<file path="config.mk">
export PLATFORM = sky130hd
export DESIGN_NAME = synth_divider_lock_detect
export DESIGN_NICKNAME = d
export VERILOG_FILES = /design/src/synth_pkg.sv /design/src/synth_divider_lock_detect.sv
export SDC_FILE = /design/constraint.sdc
export NUM_CORES = 1
export LEC_CHECK = 0
export ABC_AREA = 1
export ABC_CLOCK_PERIOD_IN_PS = 16040
export BUFFER_PORTS_ARGS = -buffer_cell sky130_fd_sc_hd__clkbuf_2
export CAP_MARGIN = 15
export CELL_PAD_IN_SITES_DETAIL_PLACEMENT = 1
export CELL_PAD_IN_SITES_GLOBAL_PLACEMENT = 2
export CORE_AREA = 2 2 213 194
export CTS_CLUSTER_DIAMETER = 50
export DETAILED_ROUTE_END_ITERATION = 8
export DIE_AREA = 0 0 215 196
export PLACE_DENSITY_LB_ADDON = 0.1
export SLEW_MARGIN = 15
export SYNTH_ARGS = -nofsm -noshare
export SYNTH_HDL_FRONTEND = slang
export SYNTH_SLANG_ARGS = --single-unit
export TNS_END_PERCENT = 10
</file>
<file path="constraint.sdc">
create_clock -name clk -period 16.04 [get_ports clk]
set_input_delay 0.802 -clock clk [delete_from_list [all_inputs] [get_ports clk]]
set_output_delay 0.802 -clock clk [all_outputs]
set_load 0.02 [all_outputs]
</file>
<file path="src/synth_pkg.sv">
/*
 * Constants for the synchronizer counting, timing and lock detect logic.
 * Assumes a single 100 MHz system clock; all rates below are enables.
 */
package synth_pkg;
	// Clock and timing
	localparam int CLK_MHZ = 100;
	localparam int ISO_NS = 2000;
	localparam int DLY_NS = 200;
	localparam int XFER_NS = 1000;
	localparam int CLR_NS = 100;
	localparam int ISO_CYC = (ISO_NS * CLK_MHZ + 999) / 1000;
	localparam int DLY_CYC = (DLY_NS * CLK_MHZ + 999) / 1000;
	localparam int XFER_CYC = (XFER_NS * CLK_MHZ + 999) / 1000;
	localparam int CLR_CYC = (CLR_NS * CLK_MHZ + 999) / 1000;
	// Unlocked_indicator stretch, 100 ms
	localparam int STRETCH_MS = 100;
	localparam int STRETCH_CYC = STRETCH_MS * CLK_MHZ * 1000;
	// Divider structure
	localparam int FAST_DECADES = 5;
	localparam int SLOW_DECADES = 7;
	localparam int REF_DECADES = 4;
	localparam int PRESCALE_DIV = 20;
	localparam int PRE_BITS = 5;
	localparam logic [3:0] DIGIT_FULL = 4'h9;
	localparam logic [3:0] LOW_FULL = 4'h5;
	localparam logic [2:0] EXTRA_CLOCKS = 3'h4;
	localparam logic [2:0] QUINARY_LAST = 3'h4;
	localparam logic [3:0] DIGIT_RESET = 4'h0;
	// Reference pulse extension in system clocks; the pulse is one clock wider
	localparam logic [3:0] REF_PULSE_CYC = 4'h2;
endpackage

</file>
<file path="src/synth_divider_lock_detect.sv">
/*
 * Digital counting, sampling sequence and lock detection of the synchronizer.
 * Assumes prescaler input, reference oscillators and the external reference
 * sense come from pins asynchronous to clk; all are synchronised here.
 */
`timescale 1ns/1ps

// **************************************************
// Decade counter: divide-by-five then divide-by-two
// **************************************************
module decade_stage
(
	input wire logic clk,
	input wire logic rst_n,
	input wire logic en,
	input wire logic load,
	input wire logic [3:0] preset,
	output logic [3:0] digit,
	output logic carry,
	output logic quinary_wrap
);
	logic [2:0] quin_ff;
	logic bin_ff;
	// Digit value: five times binary half plus quinary count
	assign digit = {bin_ff, 3'h0} + {bin_ff, 2'h0} - {bin_ff, 3'h0} + {1'b0, quin_ff} +
		(bin_ff ? 4'h5 : 4'h0) - {bin_ff, 2'h0};
	assign quinary_wrap = en && (quin_ff == synth_pkg::QUINARY_LAST);
	assign carry = quinary_wrap && bin_ff;

	// Divide-by-five feeds divide-by-two
	always_ff @(posedge clk or negedge rst_n)
	begin
		if (!rst_n)
		begin
			quin_ff <= 3'h0;
			bin_ff <= 1'b0;
		end
		else if (load)
		begin
			quin_ff <= (preset >= 4'h5) ? 3'(preset - 4'h5) : preset[2:0];
			bin_ff <= (preset >= 4'h5);
		end
		else if (en)
		begin
			quin_ff <= quinary_wrap ? 3'h0 : quin_ff + 3'h1;
			if (quinary_wrap)
				bin_ff <= ~bin_ff;
		end
	end
endmodule

// **************************************************
// Programmable divider with reload sequence
// **************************************************
module prog_divider #(
	parameter int DECADES = 5
)
(
	input wire logic clk,
	input wire logic rst_n,
	input wire logic in_en,
	input wire logic [4*DECADES-1:0] preset,
	output logic sample_pulse
);
	logic [DECADES:0] chain;
	logic [DECADES-1:0] upper_nine;
	logic [3:0] dig [DECADES];
	logic full_seen_ff;
	logic [2:0] extra_ff;
	logic reload_ff;
	logic upper_full;
	logic full_now;

	assign chain[0] = in_en && !full_seen_ff;
	// One counter per decade, chained by carry
	genvar g;
	generate
		for (g = 0; g < DECADES; g++)
		begin : g_dec
			decade_stage u_dec (
				.clk(clk),
				.rst_n(rst_n),
				.en(chain[g]),
				.load(reload_ff),
				.preset(preset[4*g +: 4]),
				.digit(dig[g]),
				.carry(chain[g+1]),
				.quinary_wrap()
			);
			assign upper_nine[g] = (g == 0) ? 1'b1 : (dig[g] == synth_pkg::DIGIT_FULL);
		end
	endgenerate

	// Full: upper decades nine, lowest five
	assign upper_full = &upper_nine;
	assign full_now = upper_full && (dig[0] == synth_pkg::LOW_FULL);

	// Count four more clocks then reload preset X; ratio is Z-X
	always_ff @(posedge clk or negedge rst_n)
	begin
		if (!rst_n)
		begin
			full_seen_ff <= 1'b0;
			extra_ff <= 3'h0;
			reload_ff <= 1'b1;
			sample_pulse <= 1'b0;
		end
		else
		begin
			reload_ff <= 1'b0;
			sample_pulse <= 1'b0;
			if (!full_seen_ff && full_now && !reload_ff)
			begin
				full_seen_ff <= 1'b1;
				extra_ff <= 3'h0;
				sample_pulse <= 1'b1;
			end
			else if (full_seen_ff && in_en)
			begin
				extra_ff <= extra_ff + 3'h1;
				if (extra_ff == synth_pkg::EXTRA_CLOCKS - 3'h1)
				begin
					full_seen_ff <= 1'b0;
					reload_ff <= 1'b1;
				end
			end
		end
	end
endmodule

// **************************************************
// Fixed reference chain with narrow output pulse
// **************************************************
module ref_chain
(
	input wire logic clk,
	input wire logic rst_n,
	input wire logic in_en,
	output logic first_quinary,
	output logic pulse_en
);
	logic [synth_pkg::REF_DECADES:0] rc;
	// Four cascaded decades
	genvar g;
	generate
		for (g = 0; g < synth_pkg::REF_DECADES; g++)
		begin : g_ref
			if (g == 0)
			begin : g_first
				decade_stage u_dec (
					.clk(clk),
					.rst_n(rst_n),
					.en(rc[g]),
					.load(1'b0),
					.preset(synth_pkg::DIGIT_RESET),
					.digit(),
					.carry(rc[g+1]),
					.quinary_wrap(first_quinary)
				);
			end
			else
			begin : g_rest
				decade_stage u_dec (
					.clk(clk),
					.rst_n(rst_n),
					.en(rc[g]),
					.load(1'b0),
					.preset(synth_pkg::DIGIT_RESET),
					.digit(),
					.carry(rc[g+1]),
					.quinary_wrap()
				);
			end
		end
	endgenerate
	assign rc[0] = in_en;
	assign pulse_en = rc[synth_pkg::REF_DECADES];
endmodule

// **************************************************
// Sampling driver: isolation, delay, transfer one-shots
// **************************************************
module sampling_driver
(
	input wire logic clk,
	input wire logic rst_n,
	input wire logic trig,
	output logic isolate,
	output logic transfer,
	output logic clear_pulse
);
	logic [15:0] iso_ff;
	logic [15:0] dly_ff;
	logic [15:0] xfr_ff;
	logic [15:0] clr_ff;
	logic dly_end;
	assign dly_end = (dly_ff == 16'h0001);
	assign isolate = (iso_ff != 16'h0000);
	assign transfer = (xfr_ff != 16'h0000);
	assign clear_pulse = (clr_ff != 16'h0000);

	// Down-counter one-shots; transfer starts when delay ends
	always_ff @(posedge clk or negedge rst_n)
	begin
		if (!rst_n)
		begin
			iso_ff <= 16'h0000;
			dly_ff <= 16'h0000;
			xfr_ff <= 16'h0000;
			clr_ff <= 16'h0000;
		end
		else
		begin
			iso_ff <= trig ? 16'(synth_pkg::ISO_CYC) : (isolate ? iso_ff - 16'h0001 : iso_ff);
			dly_ff <= trig ? 16'(synth_pkg::DLY_CYC) : (dly_ff != 16'h0000 ? dly_ff - 16'h0001 : dly_ff);
			xfr_ff <= dly_end ? 16'(synth_pkg::XFER_CYC) : (transfer ? xfr_ff - 16'h0001 : xfr_ff);
			clr_ff <= trig ? 16'(synth_pkg::CLR_CYC) : (clear_pulse ? clr_ff - 16'h0001 : clr_ff);
		end
	end
endmodule

// **************************************************
// Top: dividers, reference chains, drivers, lock detect
// **************************************************
module synth_divider_lock_detect #(
	parameter int STRETCH_CYCLES = synth_pkg::STRETCH_CYC
)
(
	input wire logic clk,
	input wire logic reset_n,
	input wire logic gen_in,
	input wire logic tuned_crystal_osc,
	input wire logic standard_crystal_osc,
	input wire logic external_reference_select,
	input wire logic ext_ref_present,
	input wire logic [4*synth_pkg::FAST_DECADES-1:0] fast_digits,
	input wire logic [4*synth_pkg::SLOW_DECADES-1:0] slow_digits,
	output logic std_1mhz_out,
	output logic fast_ramp_discharge,
	output logic slow_ramp_discharge,
	output logic fast_track_on,
	output logic fast_transfer_on,
	output logic slow_track_on,
	output logic slow_transfer_on,
	output logic unlocked_indicator
);
	logic [1:0] rst_sync_ff;
	logic rst_n;
	logic [2:0] gen_s_ff, tun_s_ff, std_s_ff;
	logic [1:0] ext_s_ff;
	logic gen_edge, tun_edge, std_edge;
	logic [synth_pkg::PRE_BITS-1:0] pre_ff;
	logic pre_en;
	logic fast_pulse, slow_pulse;
	logic std_quin, std_pulse, tun_quin, tun_pulse;
	logic f_iso, f_xfr, f_clr, s_iso, s_xfr, s_clr;
	logic square_ff;
	logic [1:0] div4_ff;
	logic div4_hold;
	logic trigger;
	logic [31:0] stretch_ff;
	logic [3:0] std_w_ff, tun_w_ff;
	logic mhz_ff;

	// Reset release through two flip-flops
	always_ff @(posedge clk or negedge reset_n)
	begin
		if (!reset_n)
			rst_sync_ff <= 2'b00;
		else
			rst_sync_ff <= {rst_sync_ff[0], 1'b1};
	end
	assign rst_n = rst_sync_ff[1];

	// Pin synchronisers; third stage only for edge detect
	always_ff @(posedge clk or negedge rst_n)
	begin
		if (!rst_n)
		begin
			gen_s_ff <= 3'h0;
			tun_s_ff <= 3'h0;
			std_s_ff <= 3'h0;
			ext_s_ff <= 2'h0;
		end
		else
		begin
			gen_s_ff <= {gen_s_ff[1:0], gen_in};
			tun_s_ff <= {tun_s_ff[1:0], tuned_crystal_osc};
			std_s_ff <= {std_s_ff[1:0], standard_crystal_osc};
			ext_s_ff <= {ext_s_ff[0], ext_ref_present};
		end
	end
	assign gen_edge = gen_s_ff[1] && !gen_s_ff[2];
	assign tun_edge = tun_s_ff[1] && !tun_s_ff[2];
	assign std_edge = std_s_ff[1] && !std_s_ff[2];

	// Prescale generator edges by twenty
	always_ff @(posedge clk or negedge rst_n)
	begin
		if (!rst_n)
			pre_ff <= '0;
		else if (gen_edge)
			pre_ff <= pre_en ? '0 : pre_ff + 1'b1;
	end
	assign pre_en = gen_edge && (pre_ff == synth_pkg::PRE_BITS'(synth_pkg::PRESCALE_DIV - 1));

	// Fast and slow programmable dividers; identical structure
	prog_divider #(.DECADES(synth_pkg::FAST_DECADES)) fast_prog_divider (
		.clk(clk),
		.rst_n(rst_n),
		.in_en(pre_en),
		.preset(fast_digits),
		.sample_pulse(fast_pulse)
	);
	prog_divider #(.DECADES(synth_pkg::SLOW_DECADES)) slow_prog_divider (
		.clk(clk),
		.rst_n(rst_n),
		.in_en(pre_en),
		.preset(slow_digits),
		.sample_pulse(slow_pulse)
	);

	// Reference chains
	ref_chain std_ref_chain (
		.clk(clk),
		.rst_n(rst_n),
		.in_en(std_edge),
		.first_quinary(std_quin),
		.pulse_en(std_pulse)
	);
	ref_chain tuned_ref_chain (
		.clk(clk),
		.rst_n(rst_n),
		.in_en(tun_edge),
		.first_quinary(tun_quin),
		.pulse_en(tun_pulse)
	);

	// Sampling drivers
	sampling_driver fast_sampling_driver (
		.clk(clk),
		.rst_n(rst_n),
		.trig(fast_pulse),
		.isolate(f_iso),
		.transfer(f_xfr),
		.clear_pulse(f_clr)
	);
	sampling_driver slow_sampling_driver (
		.clk(clk),
		.rst_n(rst_n),
		.trig(slow_pulse),
		.isolate(s_iso),
		.transfer(s_xfr),
		.clear_pulse(s_clr)
	);

	// Lock detect trigger: pulse while square low, or div4 hold
	assign div4_hold = (div4_ff == 2'b11);
	assign trigger = fast_pulse && (!square_ff || div4_hold);

	// Square wave toggled by 1 kHz, cleared after divider pulse
	always_ff @(posedge clk or negedge rst_n)
	begin
		if (!rst_n)
			square_ff <= 1'b0;
		else if (f_clr)
			square_ff <= 1'b0;
		else if (tun_pulse)
			square_ff <= ~square_ff;
	end

	// Divide-by-four of reference pulses, stops at three
	always_ff @(posedge clk or negedge rst_n)
	begin
		if (!rst_n)
			div4_ff <= 2'b00;
		else if (f_clr)
			div4_ff <= 2'b00;
		else if (tun_pulse && !div4_hold)
			div4_ff <= div4_ff + 2'b01;
	end

	// Stretch indicator; held on when external missing
	always_ff @(posedge clk or negedge rst_n)
	begin
		if (!rst_n)
			stretch_ff <= 32'h00000000;
		else if (trigger)
			stretch_ff <= 32'(STRETCH_CYCLES);
		else if (stretch_ff != 32'h00000000)
			stretch_ff <= stretch_ff - 32'h00000001;
	end

	// Registered outputs: ramps, switches, standard, indicator
	always_ff @(posedge clk or negedge rst_n)
	begin
		if (!rst_n)
		begin
			std_w_ff <= 4'h0;
			tun_w_ff <= 4'h0;
			mhz_ff <= 1'b0;
			std_1mhz_out <= 1'b0;
			fast_ramp_discharge <= 1'b0;
			slow_ramp_discharge <= 1'b0;
			fast_track_on <= 1'b1;
			fast_transfer_on <= 1'b0;
			slow_track_on <= 1'b1;
			slow_transfer_on <= 1'b0;
			unlocked_indicator <= 1'b1;
		end
		else
		begin
			std_w_ff <= std_pulse ? synth_pkg::REF_PULSE_CYC : (std_w_ff != 4'h0 ? std_w_ff - 4'h1 : 4'h0);
			tun_w_ff <= tun_pulse ? synth_pkg::REF_PULSE_CYC : (tun_w_ff != 4'h0 ? tun_w_ff - 4'h1 : 4'h0);
			mhz_ff <= std_quin; // One high cycle per divide-by-five wrap, so 1 MHz
			std_1mhz_out <= mhz_ff;
			slow_ramp_discharge <= std_pulse || (std_w_ff != 4'h0);
			fast_ramp_discharge <= tun_pulse || (tun_w_ff != 4'h0);
			fast_track_on <= !f_iso;
			fast_transfer_on <= f_xfr;
			slow_track_on <= !s_iso;
			slow_transfer_on <= s_xfr;
			unlocked_indicator <= trigger || (stretch_ff != 32'h00000000) ||
				(external_reference_select && !ext_s_ff[1]);
		end
	end
endmodule

</file>
==> results.md <==
- VDD IR max: 0.0704 mV
- Finished Layout Cells: approximately 2600
- Worst path max stage delay: 0.77 ns
- WL final: approximately 37 mm
- CP delay by family, top: compound AO/OA/AOI/OAI gates
- Hold Path Class: in -> async
- Postcts setup bufs: 0
- Cell area after synthesis: approximately 16000 sq um
- N_diodes: 0
- Clk root buf: clkbuf_16
- Power density over the cells: 94.4 nW/um^2
- Critical Path End Type: flip-flop
- IO Count: 63
- Sequential share of the synthesized area: 42.5%
- Vias per cell: 4.99
- Worst-Margin Slew: 1.09 ns
- CP cell instances: inv_2 > a21oi_4 > inv_2 > nand2_2 > nor3_4 > nor2_4 > nand2_4 > nor2_2 > nand2_1 > a21oi_1 > o21a_1 > inv_1
- WS Path Type: reg -> reg
- Commonest cells after routing, fill and taps aside: inv_1, dfrtp_1, nand2_1
- Worst slew margin: 27.6%
- Fin crit period: 3.25 ns
- Core Area: 40100 sq um
- Area grow syn2layout: 14.2%
- Slowest cell on crit path: dfrtp_1
- Placer congestion estimate: roughly 0.78
- CTS H-tree depth: 2
- Clock skew: 0.0199 ns
- Initial Util: 40.3%
- Pin count of the biggest net entering global routing: 173
- Final Setup Violations: 0
- Antenna Nets Post-Route: 0
- CTS Hold Bufs: 0
- Worst Setup Start Kind: flip-flop
- Post-CTS sizing: 0
- Final-stage net count: 2233
- IO buf count: 62
- Hold Fails Final Rpt: 0
- CTS tree: built
- Reg2Reg Launch Point: fast_prog_divider.sample_pulse$_DFF_PN0_
- DPL Wire Length: about 27 mm
- Critical path startpoint: fast_prog_divider.sample_pulse$_DFF_PN0_
- Drt wl/cell: 14.1 um
- Drt first pass iters: 4
- Grt ovf: 0
- Longest Clk Path Bufs: 3
- Fmax: 0.308 GHz
- Crit-path most repeated cell: inv_2
- Cell count after synthesis: 1976
- Asr flop ratio synth: 100%
- CP arrival: between 3 and 4 ns
- Clock Sinks: 274
- Vias in the first global route: 14000
- Syn Area/Cell: 8.18 sq um
- Synth cell types: 64
- Worst-path clk slew: 0.05 ns
- Critical Path RT: about 16 ns
- Final Max Slew Viols: 0
- Most used flip-flop cell after synthesis: dfrtp_1
- Fin crit share: 20.3%
- Synthesized flop and latch total: roughly 270
- Setup_tns: 0 ns
- FP Rows: 70
- Placed insts: 2560
- Initial antenna violation count: 0
- Max-cap check violation count: 0
- Die area: ~42000 sq um
- EDFF count, synth: 0
- Die Height: about 200 um
- Crit path buf inv count: 3
- Maximum fanout along the worst path: 32
- Die width: 215 um
- Lkg Pwr: 0.0101 uW
- Initial drt markers: about 500
- RSZ-0062 raised after global routing: no
- Yosys warns: 0
- Layout cells sized above 1: a little over a tenth
- First-pass GRT wire length: 66.1 mm
- DR DRC count: 0
- Most common cell after layout, fill and taps aside: inv_1
- Status: complete, no violations
- TritonCTS Buffers: 40
- Total vias in the final route: 13200
- Clock Latency Late Sink: about 0.56 ns
- GRT Overall Usage: between 10% and 20%
- Post-Syn Nets: 2147
path summary, 6_finish.rpt:
| check | end | slack [ns] | depth (start not counted) |
|---|---|---|---|
| hold reg to reg | fast_prog_divider.g_dec[2].u_dec.quin_ff[1]$_DFFE_PN0P_ | 0.31 | 0 |
| hold / removal | rst_sync_ff[1]$_DFF_PN0_ | 0.04 | 1 |
| setup reg to reg | stretch_ff[20]$_DFFE_PN0P_ | 12.79 | 12 |
| setup / recovery | stretch_ff[20]$_DFFE_PN0P_ | 12.79 | 12 |
| max in group asynchronous | fast_sampling_driver.dly_ff[4]$_DFFE_PN0P_ | 13.71 | 2 |
| min in group clk | std_s_ff[1]$_DFF_PN0_ | 0.34 | 0 |
state kept, by name, summed over array words and instances (netlist names), 4 cells and up:
| signal | flops |
|---|---|
| pre_ff | 5 |
| slow_prog_divider.g_dec.u_dec.quin_ff | 21 |
| slow_sampling_driver.dly_ff | 16 |
| slow_sampling_driver.xfr_ff | 16 |
| fast_sampling_driver.iso_ff | 16 |
| fast_prog_divider.g_dec.u_dec.bin_ff | 5 |
| fast_sampling_driver.dly_ff | 16 |
| fast_sampling_driver.clr_ff | 16 |
| tuned_ref_chain.g_ref.g_rest.u_dec.quin_ff | 9 |
| slow_prog_divider.g_dec.u_dec.bin_ff | 7 |
| std_ref_chain.g_ref.g_rest.u_dec.quin_ff | 9 |
| std_w_ff | 4 |
| tun_w_ff | 4 |
| fast_sampling_driver.xfr_ff | 16 |
| fast_prog_divider.g_dec.u_dec.quin_ff | 15 |
| stretch_ff | 32 |
| slow_sampling_driver.iso_ff | 16 |
cells by family (layout without fill, tap and decap cells):
group	Yosys count	in the layout	share of synthesized area, %
buffers and inverters	421	539	9.94
AOI/OAI and AO/OA	352	352	12.3
xor gates and xnor gates	48	48	2.60
DFF	274	274	42.5
other	1	1	0.0232
adders and majority gates	116	116	9.54
and+or+nand+nor	764	764	23.1
per-stage QoR:
| stage | util [%] | hold slack (ns) | setup WS (ns) | area [sq um] | power [uW] |
|---|---|---|---|---|---|
| 2_1_floorplan | - | 0.331 | 7.85 | 16200 | 820 |
| 3_3_place_gp | 42.6 | 0.332 | 12.80 | 17100 | 849 |
| 3_5_place_dp | 42.6 | 0.336 | 12.70 | 17100 | 857 |
| 4_1_cts | 46.0 | 0.00481 | 12.71 | 18400 | 1780 |
| 5_1_grt | 46.0 | 0.0159 | 12.38 | 18400 | 1830 |
| 6_report | 46.0 | 0.0379 | 12.79 | 18400 | 1740 |
area by class of cell:
cell class	count	area (sq um)
fillers	4905	21700
multi-input cells	1281	7690
clock inverters	21	236
repair buffers	65	345
inverters	400	1500
well taps	540	676
flip-flops and latches	274	6870
clock buffers	53	1130
routing by layer:
layer / vias up / share of wire, % / global-route usage [%]
met1: 6364 / 49 / 24.5
met3: 55 / 2.8 / 2.99
met2: 112 / 46 / 31.2
li1: 6623 / - / -
met5: - / 0 / 0
met4: 0 / 2.2 / 5.75
power breakdown:
group          leakage, uW  switching (uW)  internal (uW)
Combinational      0.00582            65.0           38.9
Clock             0.000674             337            564
Sequential         0.00363            20.6            716
cells in the mapped netlist (12+ instances only):
library cell  number  area [sq um]
nand2_1          242           908
nor3_1            46           230
dfrtp_1          269          6730
nor2_1           223           837
a211oi_1          13          97.6
nand3_1          103           515
clkbuf_1          15          56.3
a21oi_1          128           641
fa_1              12           240
nor4_1            21           131
o21ai_0          128           641
ha_1             104          1300
nand4_1           40           250
xor2_1            41           359
inv_1            385          1450
No activity file was read; power rests on OpenSTA's default activity.
